File: src/shared/reset_seq_pkg.sv
// Constants and types shared by the reset sequencer and its pulse stretcher.
package reset_seq_pkg;
    localparam int unsigned CLK_HZ = 20000000;
    localparam logic [12:0] DELAY_SHORT = 13'h0100;
    localparam logic [12:0] DELAY_LONG = 13'h1000;
    localparam logic [1:0] FETCH_CYCLES = 2'h2;
    localparam logic [15:0] VECTOR_ADDR = 16'hfffe;
    localparam logic [7:0] WDG_PULSE_CYCLES = 8'h10;
    localparam logic [12:0] CNT_ONE = 13'h0001;
    localparam logic [7:0] PULSE_ONE = 8'h01;
    localparam logic [1:0] FETCH_ONE = 2'h1;

    typedef enum logic [3:0] {
        ST_ACTIVE = 4'h1,
        ST_DELAY = 4'h2,
        ST_FETCH = 4'h4,
        ST_RUN = 4'h8
    } seq_state_e;
endpackage

File: src/shared/stretch_if.sv
// Interface between the sequencer and its watchdog pulse stretcher.
`timescale 1ns/1ps
interface stretch_if;
    logic trigger;
    logic active;
    modport ctrl (output trigger, input active);
    modport unit (input trigger, output active);
endinterface

File: src/design/reset_sequencer.sv
// Reset sequencer: merges reset sources and runs active, delay and fetch phases.
// Operation
// - Accept external pin, low-supply and watchdog resets.
// - Illegal opcode or prebyte also starts reset.
// - Internal sources drive pin; pin low during delay.
// - Phases run active, delay, then vector fetch.
// - Delay is 256 or 4096 clocks by option.
// - Vector fetch lasts exactly two clock cycles.
// - Core fetches start address from top vector.
// - Pin is input and open-drain output.
// - External reset detected only with a running clock, via synchroniser.
// - Oscillator keeps running throughout the reset phase.
// - Watchdog underflow drives pin low minimum width.
// - Low supply holds static reset, pin low.
`timescale 1ns/1ps
module reset_sequencer
    import reset_seq_pkg::*;
(
    input wire logic clock_i, // System clock, 20 MHz.
    input wire logic rst_i, // Synchronous reset, active high.
    input wire logic rst_pin_i, // Reset pin level from the outside drive alone, without the device's own pull-down.
    output logic rst_pin_o, // Pad output value, always low.
    output logic rst_pin_oe_o, // Pad drive enable, high pulls the pin low.
    input wire logic low_supply_detector_i, // Low supply detected, active high.
    input wire logic wdg_underflow_i, // Watchdog underflow, one-cycle pulse.
    input wire logic illegal_op_i, // Illegal opcode or prebyte, one-cycle pulse.
    input wire logic long_delay_i, // Option: high selects the long delay.
    output logic osc_keep_o, // Oscillator enable, held high always.
    output logic core_reset_o, // Holds the core in reset.
    output logic vector_fetch_o, // High during the two fetch cycles.
    output logic [15:0] fetch_addr_o // Vector address presented in fetch.
);
    import reset_seq_pkg::*;

    seq_state_e state_r;
    seq_state_e state_nxt;
    logic [12:0] cnt_r;
    logic [12:0] cnt_nxt;
    logic [1:0] fetch_r;
    logic [1:0] fetch_nxt;
    logic [2:0] pin_sync_r;
    logic [2:0] sup_sync_r;
    logic pin_low_r;
    logic pin_low_nxt;
    logic sup_low_r;
    logic sup_low_nxt;
    logic [15:0] addr_r;
    logic [15:0] addr_nxt;
    logic any_src;
    logic illegal_hold_r;
    stretch_if st ();

    // Converts a option selection into the delay length.
    function automatic logic [12:0] delay_len(input logic long_sel);
        delay_len = long_sel ? DELAY_LONG : DELAY_SHORT;
    endfunction

    // Watchdog pulse is stretched so the pin stays low long enough.
    assign st.trigger = wdg_underflow_i;
    pulse_stretch u_stretch (
        .clock_i(clock_i),
        .rst_i(rst_i),
        .st(st)
    );

    // Three-stage synchronisers for the pad and the supply detector.
    // The pad itself is a level, so a low pin must be caught by two successive edges before it holds reset.
    always_ff @(posedge clock_i)
    begin
        pin_sync_r <= {pin_sync_r[1:0], rst_pin_i};
        sup_sync_r <= {sup_sync_r[1:0], low_supply_detector_i};
    end

    // A change counts once stages two and three agree.
    always_comb
    begin
        pin_low_nxt = pin_low_r;
        sup_low_nxt = sup_low_r;
        if (pin_sync_r[1] == pin_sync_r[2])
        begin
            pin_low_nxt = ~pin_sync_r[2];
        end
        if (sup_sync_r[1] == sup_sync_r[2])
        begin
            sup_low_nxt = sup_sync_r[2];
        end
    end

    // Registers the filtered levels.
    always_ff @(posedge clock_i)
    begin
        if (rst_i)
        begin
            pin_low_r <= 1'b1;
            sup_low_r <= 1'b0;
        end
        else
        begin
            pin_low_r <= pin_low_nxt;
            sup_low_r <= sup_low_nxt;
        end
    end

    // Illegal opcode pulse is held for one cycle so it enters the active phase.
    always_ff @(posedge clock_i)
    begin
        if (rst_i)
        begin
            illegal_hold_r <= 1'b0;
        end
        else
        begin
            illegal_hold_r <= illegal_op_i;
        end
    end

    // Any internal or external source holding reset active.
    assign any_src = pin_low_r | sup_low_r | st.active | wdg_underflow_i
        | illegal_op_i | illegal_hold_r;

    // Phase sequencing: active, delay, fetch, run.
    always_comb
    begin
        state_nxt = state_r;
        cnt_nxt = cnt_r;
        fetch_nxt = fetch_r;
        addr_nxt = addr_r;
        if (any_src)
        begin
            state_nxt = ST_ACTIVE;
            cnt_nxt = 13'h0000;
            fetch_nxt = 2'h0;
        end
        else
        begin
            case (state_r)
                ST_ACTIVE:
                begin
                    state_nxt = ST_DELAY;
                    cnt_nxt = delay_len(long_delay_i);
                end
                ST_DELAY:
                begin
                    cnt_nxt = cnt_r - CNT_ONE;
                    if (cnt_r == CNT_ONE)
                    begin
                        state_nxt = ST_FETCH;
                        fetch_nxt = FETCH_CYCLES;
                        addr_nxt = VECTOR_ADDR;
                    end
                end
                ST_FETCH:
                begin
                    fetch_nxt = fetch_r - FETCH_ONE;
                    addr_nxt = VECTOR_ADDR + 16'h0001;
                    if (fetch_r == FETCH_ONE)
                    begin
                        state_nxt = ST_RUN;
                    end
                end
                ST_RUN:
                begin
                    state_nxt = ST_RUN;
                end
                default:
                begin
                    state_nxt = ST_ACTIVE;
                end
            endcase
        end
    end

    // Registers the sequencer state.
    always_ff @(posedge clock_i)
    begin
        if (rst_i)
        begin
            state_r <= ST_ACTIVE;
            cnt_r <= 13'h0000;
            fetch_r <= 2'h0;
            addr_r <= 16'h0000;
        end
        else
        begin
            state_r <= state_nxt;
            cnt_r <= cnt_nxt;
            fetch_r <= fetch_nxt;
            addr_r <= addr_nxt;
        end
    end

    // Pad drive: open drain, pulled low for internal sources and the delay.
    assign rst_pin_o = 1'b0;
    assign rst_pin_oe_o = sup_low_r | st.active | illegal_hold_r
        | (state_r == ST_DELAY);
    assign osc_keep_o = 1'b1;
    assign core_reset_o = (state_r != ST_RUN);
    assign vector_fetch_o = (state_r == ST_FETCH);
    assign fetch_addr_o = addr_r;

    // Checks on the phase sequence, the pad drive and the source handling.
    chk_delay_pin_low: assert property (@(posedge clock_i) disable iff (rst_i)
        (state_r == ST_DELAY) |-> rst_pin_oe_o)
        else $error("Pin not driven low during delay.");
    chk_fetch_two: assert property (@(posedge clock_i) disable iff (rst_i)
        $rose(vector_fetch_o) && !any_src ##1 !any_src |-> vector_fetch_o ##1 !vector_fetch_o)
        else $error("Vector fetch did not last two cycles.");
    chk_fetch_addr: assert property (@(posedge clock_i) disable iff (rst_i)
        $rose(vector_fetch_o) |-> fetch_addr_o == VECTOR_ADDR)
        else $error("Wrong vector address.");
    chk_src_restart: assert property (@(posedge clock_i) disable iff (rst_i)
        any_src |=> state_r == ST_ACTIVE)
        else $error("Sequence did not restart on source.");
    chk_wdg_width: assert property (@(posedge clock_i) disable iff (rst_i)
        wdg_underflow_i |=> rst_pin_oe_o [*8])
        else $error("Watchdog pulse too short.");
    // The state register reacts one cycle after the filtered supply level rises.
    chk_supply_hold: assert property (@(posedge clock_i) disable iff (rst_i)
        sup_low_r |-> rst_pin_oe_o ##1 core_reset_o)
        else $error("Low supply not holding reset.");
    chk_delay_load: assert property (@(posedge clock_i) disable iff (rst_i)
        state_r == ST_ACTIVE && !any_src |=> cnt_r == delay_len($past(long_delay_i)))
        else $error("Delay length wrong.");
    chk_phase_order: assert property (@(posedge clock_i) disable iff (rst_i)
        $rose(vector_fetch_o) |-> $past(state_r) == ST_DELAY)
        else $error("Fetch not preceded by delay.");
    chk_illegal_reset: assert property (@(posedge clock_i) disable iff (rst_i)
        illegal_op_i |=> rst_pin_oe_o && core_reset_o)
        else $error("Illegal opcode did not reset.");
    chk_osc_on: assert property (@(posedge clock_i) disable iff (rst_i)
        osc_keep_o)
        else $error("Oscillator stopped.");

    cov_run: cover property (@(posedge clock_i) disable iff (rst_i) $rose(state_r == ST_RUN));
    cov_wdg: cover property (@(posedge clock_i) disable iff (rst_i) wdg_underflow_i);
    cov_long: cover property (@(posedge clock_i) disable iff (rst_i)
        long_delay_i && $rose(state_r == ST_DELAY));
endmodule

File: src/design/pulse_stretch.sv
// Stretches a one-cycle watchdog event to the minimum output low width.
`timescale 1ns/1ps
module pulse_stretch
    import reset_seq_pkg::*;
(
    input wire logic clock_i, // System clock.
    input wire logic rst_i, // Synchronous reset, active high.
    stretch_if.unit st // Trigger in, stretched level out.
);
    logic [7:0] cnt_r;
    logic [7:0] cnt_nxt;

    // Reload on a trigger, otherwise count down to zero.
    always_comb
    begin
        cnt_nxt = cnt_r;
        if (st.trigger)
        begin
            cnt_nxt = WDG_PULSE_CYCLES;
        end
        else if (cnt_r != 8'h00)
        begin
            cnt_nxt = cnt_r - PULSE_ONE;
        end
    end

    // Registers the count.
    always_ff @(posedge clock_i)
    begin
        if (rst_i)
        begin
            cnt_r <= 8'h00;
        end
        else
        begin
            cnt_r <= cnt_nxt;
        end
    end

    assign st.active = (cnt_r != 8'h00);
endmodule

File: config.mk
export PLATFORM = sky130hd
export DESIGN_NAME = reset_sequencer
export DESIGN_NICKNAME = d
export VERILOG_FILES = /design/src/shared/reset_seq_pkg.sv /design/src/shared/stretch_if.sv /design/src/design/reset_sequencer.sv /design/src/design/pulse_stretch.sv
export SDC_FILE = /design/constraint.sdc
export NUM_CORES = 1
export LEC_CHECK = 0
export BUFFER_PORTS_ARGS = -buffer_cell sky130_fd_sc_hd__buf_2
export CAP_MARGIN = 10
export CELL_PAD_IN_SITES_DETAIL_PLACEMENT = 0
export CELL_PAD_IN_SITES_GLOBAL_PLACEMENT = 1
export CORE_MARGIN = 5
export CORE_UTILIZATION = 36
export CTS_CLUSTER_SIZE = 8
export DETAILED_ROUTE_END_ITERATION = 6
export HOLD_SLACK_MARGIN = 0.02
export PLACE_DENSITY_LB_ADDON = 0.1
export SETUP_SLACK_MARGIN = 0.15
export SLEW_MARGIN = 20
export SYNTH_ARGS = -nofsm -noshare
export SYNTH_HDL_FRONTEND = slang
export SYNTH_SLANG_ARGS = --single-unit
export TNS_END_PERCENT = 10
File: constraint.sdc
create_clock -name clock_i -period 1.8 [get_ports clock_i]
set_input_delay 0.09 -clock clock_i [delete_from_list [all_inputs] [get_ports clock_i]]
set_output_delay 0.09 -clock clock_i [all_outputs]
set_load 0.03 [all_outputs]
### Yosys cells after proc, flatten, opt, wreduce, memory -nomap -nowiden

Index checks and enable logic that the tools add are counted.
W data, S select, Z words.

* bits in registers: 52
* input bits: 7
* output and inout port bits: 21
* logic and storage cells: 55

* $add $sub $neg: 3
* eq/ne operators: 11
* muxes and demuxes: 11
* bitwise logic cells: 10
* reduce and logical (&&, ||, !) cells: 9

Operators with widths (count)
* $pmux W16 S2: 1
* $pmux W13 S2: 1
* $mux W16: 1
* $pmux W4 S4: 1
* $eq A13 B1 Y1 const B: 1
* $mux W13: 1
* $sub A13 B1 Y13 const B: 1
* $mux W5: 2
* $mux W4: 2
* $or A1 B1 Y1: 8
* $reduce_bool A8 Y1: 1
* $sub A8 B1 Y8 const B: 1
* $reduce_bool A2 Y1: 3
* $eq A4 B1 Y1 const B: 1
* $eq A4 B2 Y1 const B: 1
* $eq A4 B3 Y1 const B: 1
* $eq A4 B4 Y1 const B: 1
* $ne A4 B4 Y1 const B: 1
* $pmux W2 S2: 1
* $reduce_and A2 Y1: 2
* $reduce_or A2 Y1: 2
* $reduce_and A3 Y1: 1
* $eq A1 B1 Y1: 2
* $eq A2 B1 Y1 const B: 1
* 5 further kinds: 6

### Depth between registers and ports, before layout

Gate-level depths: netlist of run 1.

* depth in word-level cells: 7
* mapped depth: 6
* gate-level depth less buffers: 6

### By module

From an unflattened synthesis of run 1, not the netlist that was laid out.

* cell total of the unflattened synthesis: 214
* area, all modules: 1908.1 um^2

Modules (own cells, without submodules)
* reset_sequencer: instances 1, cells each 168, area an instance 1505.2 um^2, seq. area each 600.6 um^2
* pulse_stretch: instances 1, cells each 46, area an instance 402.9 um^2, seq. area each 160.2 um^2

### Worst setup path after synthesis of run 1

OpenSTA, ideal clock, no wires.

* kind: reg2reg
* from: register state_r[2]
* to: register cnt_r[11]
* setup time: 70 ps
* data arrival time: 1750 ps
* data required time: 1730 ps
* slack: -21 ps
* cell stages (with the launch flop): 6
* buffers on the path: 1
* clock period less this slack: 1821 ps
* cell sequence: dfxtp_1 -> buf_6 -> nor4b_4 -> nand4_4 -> or4_1 -> a21oi_1

* cells in the longest elaborated chain, start to end: 2
* elaborated cells on any way between the ends: 4
* those cells by class: eq/ne: 2; mux: 1; reduce/logical: 1

RTL lines
* from (decl): RTL line reset_sequencer.sv:35 `seq_state_e state_r;`
* from (signal assigned): RTL line reset_sequencer.sv:185 `state_r <= state_nxt;`
* $eq A4 B2 Y1 or $eq A4 B1 Y1 (tied branches): RTL line reset_sequencer.sv:136 `case (state_r)`
* $pmux W13 S2 or $reduce_bool A2 Y1 (tied branches)
* to (signal assigned): RTL line reset_sequencer.sv:186 `cnt_r <= cnt_nxt;`
* to (decl): RTL line reset_sequencer.sv:37 `logic [12:0] cnt_r;`

Parallel ways exist; a longest one is shown, timed or not.
A chain may end at the register's enable or synchronous reset.

### Worst setup path after layout of run 1

* from: register cnt_r[4]
* to: register cnt_r[11]

* cells in the longest elaborated chain, start to end: 2

RTL lines
* $sub A13 B1 Y13: RTL line reset_sequencer.sv:144 `cnt_nxt = cnt_r - CNT_ONE;`
* $pmux W13 S2: RTL line reset_sequencer.sv:136

No other way between the ends.

==> reports/qor.yml, run 1 <==
status: "finished, final reports clean"
first_iter_violations: 31
pin_count: 28
finClkSkew_ps: 3.15
cellPowerDensity_mw_per_mm2: 1050
netlist_area_mm2: 0.00184
clockRootBuffer: "clkbuf_8"
n_fill_cell: 515
cts_buffers: 5
arrival_ps: 1920
avgSynthCellArea_um2: 9.00
routedWlPerCell_um: 12.8
grt.overflow.total: 0
ys_seq_area_share_pct: 41.4
hold_class: "in -> reg"
synth-xor-area-share_pct: 3.34
cap_violations: 0
cts.clk_slew.worst_paths_ps: 70
vdd_drop_max_uv: 633
via_per_inst: 4.96
drive_above_1_share_pct: 30.3
grt_pass1_wl_mm: 6.74
critPathMaxFanout: 8
die-area_mm2: 0.00663
yosys.area.top_type: "dfxtp_1"
synth_top_area_share_pct: 41.4
finalSetupViolCount: 0
hpwl_mm: 2.78
final_nets: 244
synth-edff-count: 0
power_mw: 2.32
synth_cell_types: 46
ys.warnings.count: 0
path_class: "reg -> reg"
area_delta_synth_final_pct: 20.0
clock_latency_ps: 280
ant_nets: 0
place_inst: 287
port_buffers: 25
core_mm2: 0.00504
fin_area_mm2: 0.00220
max_freq_mhz: 589
cts.path.max_buffers: 2
die_h_um: 81.4
end_kind: "flip-flop"
drc: 0
grt_max_degree: 17
rsz0062_at_grt: "yes"
grt.total_usage_pct: 13.1
final_util_pct: 43.7
stdcell_count: 304
rows: 26
antenna_found_initial: 0
synth_fp_nets: 215
grt_pass1_vias: 1456
gp_congestion: 0.787
p_leak_nw: 0.874
setup_tns_ps: 0
synth-compound-area-share_pct: 15.3
finalMaxSlewViolations: 0
post-route-min-period_ps: 1700
antenna_cells: 0
worstPathRequired_ps: 2020
htree_levels: 2
startpoint_type: "flip-flop"
dpl_cell_area_mm2: 0.00197
synth_area_leaders: "dfxtp_1 (41%), buf_4 (6.5%), a21oi_1 (4.4%), nor2_1 (3.7%), ha_1 (2.7%)"
postSynthCellCount: 204
synth-simple-area-share_pct: 26.9
cts.sink_count: 38
hold_viol: 0
num_vias: 1509
seqCellArea_um2: 769
ys.flop_type: "dfxtp_1"
detailedRoute.firstPassIterationCount: 4
multi_input_area_um2: 941
synthMuxAreaShare_pct: 0
ys_async_sr_fraction_pct: 0
finalCritPeriodShare_pct: 94.3
routed_wl_mm: 3.88
synth_top_family_by_area: "simple AND/OR/NAND/NOR gates"
die_w_um: 81.4
synth_seq_cells: 38
start_util_pct: 36.4
synthAdderAreaFrac_pct: 2.72
cts_tree: "done"
through the flow:
stage / hold slack, ps / setup slack (ps)
2_1_floorplan: 118 / 7.01
3_3_place_gp: 193 / 92.2
3_5_place_dp: 195 / 72.0
4_1_cts: 52.9 / 56.8
5_1_grt: 76.0 / 19.8
6_report: 61.7 / 102
placed cells by master, fill, tap and decap left out, drive strengths merged, types with 2 or more instances in the layout:
cell type    netlist  final
or4                5      5
nand3              6      6
dfxtp             38     38
xnor2              4      4
ha                 4      4
or4b               3      3
inv                8      8
nand2b             4      4
clkbuf             4      6
dlygate4sd3        0      4
nor4b              2      2
nor3               5      5
xor2               3      3
o311ai             4      4
o21ai              9      9
nor2              18     18
or2                2      2
nor4               2      2
or3                7      7
nand4              4      4
a21oi             16     16
o211ai             3      3
a211oi             3      3
nand2             12     12
a31oi              4      4
buf               18     40
conb               2      2
nor2b              2      2
per-layer routing:
metal  up-vias  routed length (um)  GRT usage, %
met1       715                1800          15.3
met2        15                1920          22.6
met3         5                  97          4.06
li1        774                   -             -
met5         -                   0             0
met4         0                  55          4.73
report_power, final:
group	switching, mW	internal (mW)	leakage, nW	total, mW
clock network	0.300	0.308	0.0472	0.608
logic	0.352	0.349	0.514	0.700
registers	0.0878	0.925	0.312	1.01
synth_stat cells (all sizes together), types with 2 or more instances:
library cell   n
nor4b          2
o311ai         4
a211oi         3
a21oi         16
buf           18
or3            7
xor2           3
conb           2
nor4           2
nand3          6
or4            5
nor2b          2
or2            2
nand2         12
a31oi          4
dfxtp         38
or4b           3
nor2          18
ha             4
nor3           5
inv            8
nand2b         4
nand4          4
o21ai          9
clkbuf         4
xnor2          4
o211ai         3
state kept, by name, summed over array words and instances (netlist names):
register,flops
cnt_r,13
u_stretch.cnt_r,8
state_r,4
pin_sync_r,3
sup_sync_r,3
fetch_addr_o,2
fetch_r,2
illegal_hold_r,1
pin_low_r,1
sup_low_r,1
critical path: stages (launching register included):
cell and delay, ps:
dfxtp_1 380, nor4_4 390, nand2b_4 120, buf_4 150, or4_4 480, a21oi_2 120
worst paths after layout:
path | slack (ps) | startpoint | cells past startpoint | to
max | 100 | cnt_r[4] | 5 | cnt_r[11]
min | 60 | long_delay_i | 3 | cnt_r[12]
max reg2reg | 100 | cnt_r[4] | 5 | cnt_r[11]
min reg2reg | 330 | pin_sync_r[0] | 0 | pin_sync_r[1]
layout make-up:
cell class | instances | share of cell area (%)
clock buffer | 6 | 3.75
clock inverter | 2 | 0.568
inverter | 8 | 1.36
multi-input combinational | 136 | 42.7
sequential | 38 | 34.9
tap | 70 | 3.97
timing repair buffer | 44 | 12.8
cell families (layout without fill, tap and decap cells):
logic type	Yosys count	after routing
adder cells (fa/ha/maj)	4	4
flip-flops	38	38
XOR/XNOR	7	7
other	2	2
AND/OR/NAND/NOR	78	78
buffers and inverters	30	60
AO/OA/AOI/OAI	45	45
what timing repair did:
action                                  in CTS  in global routing
hold endpoints to repair                     4                  0
pin swaps                                    1                  4
buffers inserted                             0                  5
gates resized for setup                      2                 17
hold buffers                                 4                  0
endpoints found under the setup margin      17                 25
Power figures use the tool's default switching activity.
==> run 2, diff against run 1 <==
==> constraint.sdc (replaced) <==
create_clock -name clock_i -period 1.8 [get_ports clock_i]
set_input_delay 0.36 -clock clock_i [delete_from_list [all_inputs] [get_ports clock_i]]
set_output_delay 0.36 -clock clock_i [all_outputs]
set_load 0.03 [all_outputs]
==> run 2 against run 1 <==
Effect of this change:
- the run now ends with negative setup slack left
- via count up 2.5%
- design area up 7.7%
- register-to-register slack worse by 80 ps
- power up 24%
- die area unchanged
- sequential power about the same
- highest routed layer unchanged
==> reports/qor.yml, run 2 (same netlist as run 1, synthesis figures left out) <==
status: "finished with violations"
violations: "negative setup slack"
end_kind: "output port"
n_fill_cell: 507
top_regs: "cnt_r (13), u_stretch.cnt_r (8), state_r (4)"
cts.path.max_buffers: 2
htree_levels: 2
met2_length_mm: 2.09
p_leak_nw: 0.942
hold_depth: 1
vdd_drop_max_uv: 687
layout_commonest_cell: "dfxtp_1"
place_inst: 293
largest_register: "cnt_r"
setup_ws_ps: -80.4
drive_above_1_share_pct: 39.3
drc: 0
gp_congestion: 0.883
rsz0062_at_grt: "yes"
finalCritPeriodShare_pct: 104
critPathMaxFanout: 2
grt_pass1_vias: 1504
clockPowerShare_pct: 30.2
hold_viol: 0
grt_pass1_wl_mm: 6.87
dr.max_layer_used: "met4"
startpoint_type: "flip-flop"
critPathLaunch: "u_stretch.cnt_r[4]"
cts.clk_slew.worst_paths_ps: 80
wl_met3_um: 123
area_delta_synth_final_pct: 29.2
num_vias: 1546
arrival_ps: 1520
cts.sink_count: 38
path_class: "reg -> out"
antenna_found_initial: 0
worstPathRequired_ps: 1440
p_int_mw: 2.03
grt_max_degree: 17
combPwrFrac_pct: 34.6
via_per_inst: 5.00
clockRootBuffer: "clkbuf_8"
hpwl_mm: 2.80
cts_tree: "done"
die-area_mm2: 0.00663
die_h_um: 81.4
netSwitchingFraction_pct: 29.3
hp-start: "low_supply_detector_i"
grt.overflow.total: 0
clock_latency_ps: 290
layout_common_cells: "dfxtp_1 (31), buf_2 (23), buf_4 (19)"
max_freq_mhz: 532
cts_buffers: 5
stdcell_count: 309
core_mm2: 0.00504
hold_class: "in -> reg"
start_util_pct: 36.4
ant_nets: 0
routedWlPerCell_um: 13.3
routed_wl_mm: 4.13
finalSetupViolCount: 1
r2r_cells: 6
cellPowerDensity_mw_per_mm2: 1210
wl_met1_mm: 1.87
antenna_cells: 0
first_iter_violations: 84
pin_count: 28
grt.total_usage_pct: 13.5
final_nets: 249
switchingPower_mw: 0.840
p_seq_share_pct: 35.1
post-route-min-period_ps: 1880
final_util_pct: 47.1
regToRegStartpoint: "state_r[1]"
port_buffers: 25
finalMaxSlewViolations: 0
holdBufCountCts: 0
finClkSkew_ps: 6.33
rows: 26
detailedRoute.firstPassIterationCount: 4
cap_violations: 0
largest_reg_flops: 13
die_w_um: 81.4
==> run 2: what timing repair did <==
item,4_1_cts,5_1_grt
setup buffers,6,2
pin swaps,7,6
gates resized for setup,37,11
setup endpoints to repair,21,25
==> run 2: worst paths after layout <==
check                                      to  slack [ps]
worst max-delay path             rst_pin_oe_o         -80
worst min-delay path            sup_sync_r[0]         160
worst max register to register      cnt_r[11]          20
worst min register to register  pin_sync_r[1]         330
==> run 2: metrics by stage <==
step           cell area [um^2]  TNS [ps]  setup slack [ps]  power [mW]  hold WS (ps)
2_1_floorplan              1850         0              7.01        1.52           310
3_3_place_gp               2020         0              64.2        1.74           311
3_5_place_dp               2020         0              29.3        1.76           316
4_1_cts                    2300     -96.9             -91.5        2.81           147
5_1_grt                    2370      -433              -170        3.05           145
6_report                   2370     -80.4             -80.4        2.87           164
==> run 2: power groups by stage <==
stage                     Combinational [mW]  Sequential [mW]  Clock [mW]
final                                  0.994             1.01       0.868
after global routing                    1.10             1.02       0.932
after detailed placement               0.734             1.03           0
after CTS                              0.897             1.01       0.904
after global placement                 0.723             1.02           0
after floorplan                        0.497             1.02           0
==> run 2: area by class of cell <==
cell class	count	area, um^2	share of cell area [%]
multi-input combinational	136	991	41.8
tap	70	87.6	3.69
sequential	38	782	32.9
inverter	8	30.0	1.27
timing repair buffer	49	345	14.5
clock buffer	5	68.8	2.90
clock inverter	3	68.8	2.90
==> run 2: per-layer routing <==
metal	global-route usage, %	vias up
met4	6.25	0
met3	3.95	4
met1	15.9	727
met5	0	-
li1	-	790
met2	22.6	25
==> run 2: critical path, stage by stage (launching register included) <==
cell and delay, ps:
dfxtp_4 360, nor4_4 300, nand3_2 130, buf_6 130
nand3b_1 160, buf_6 150
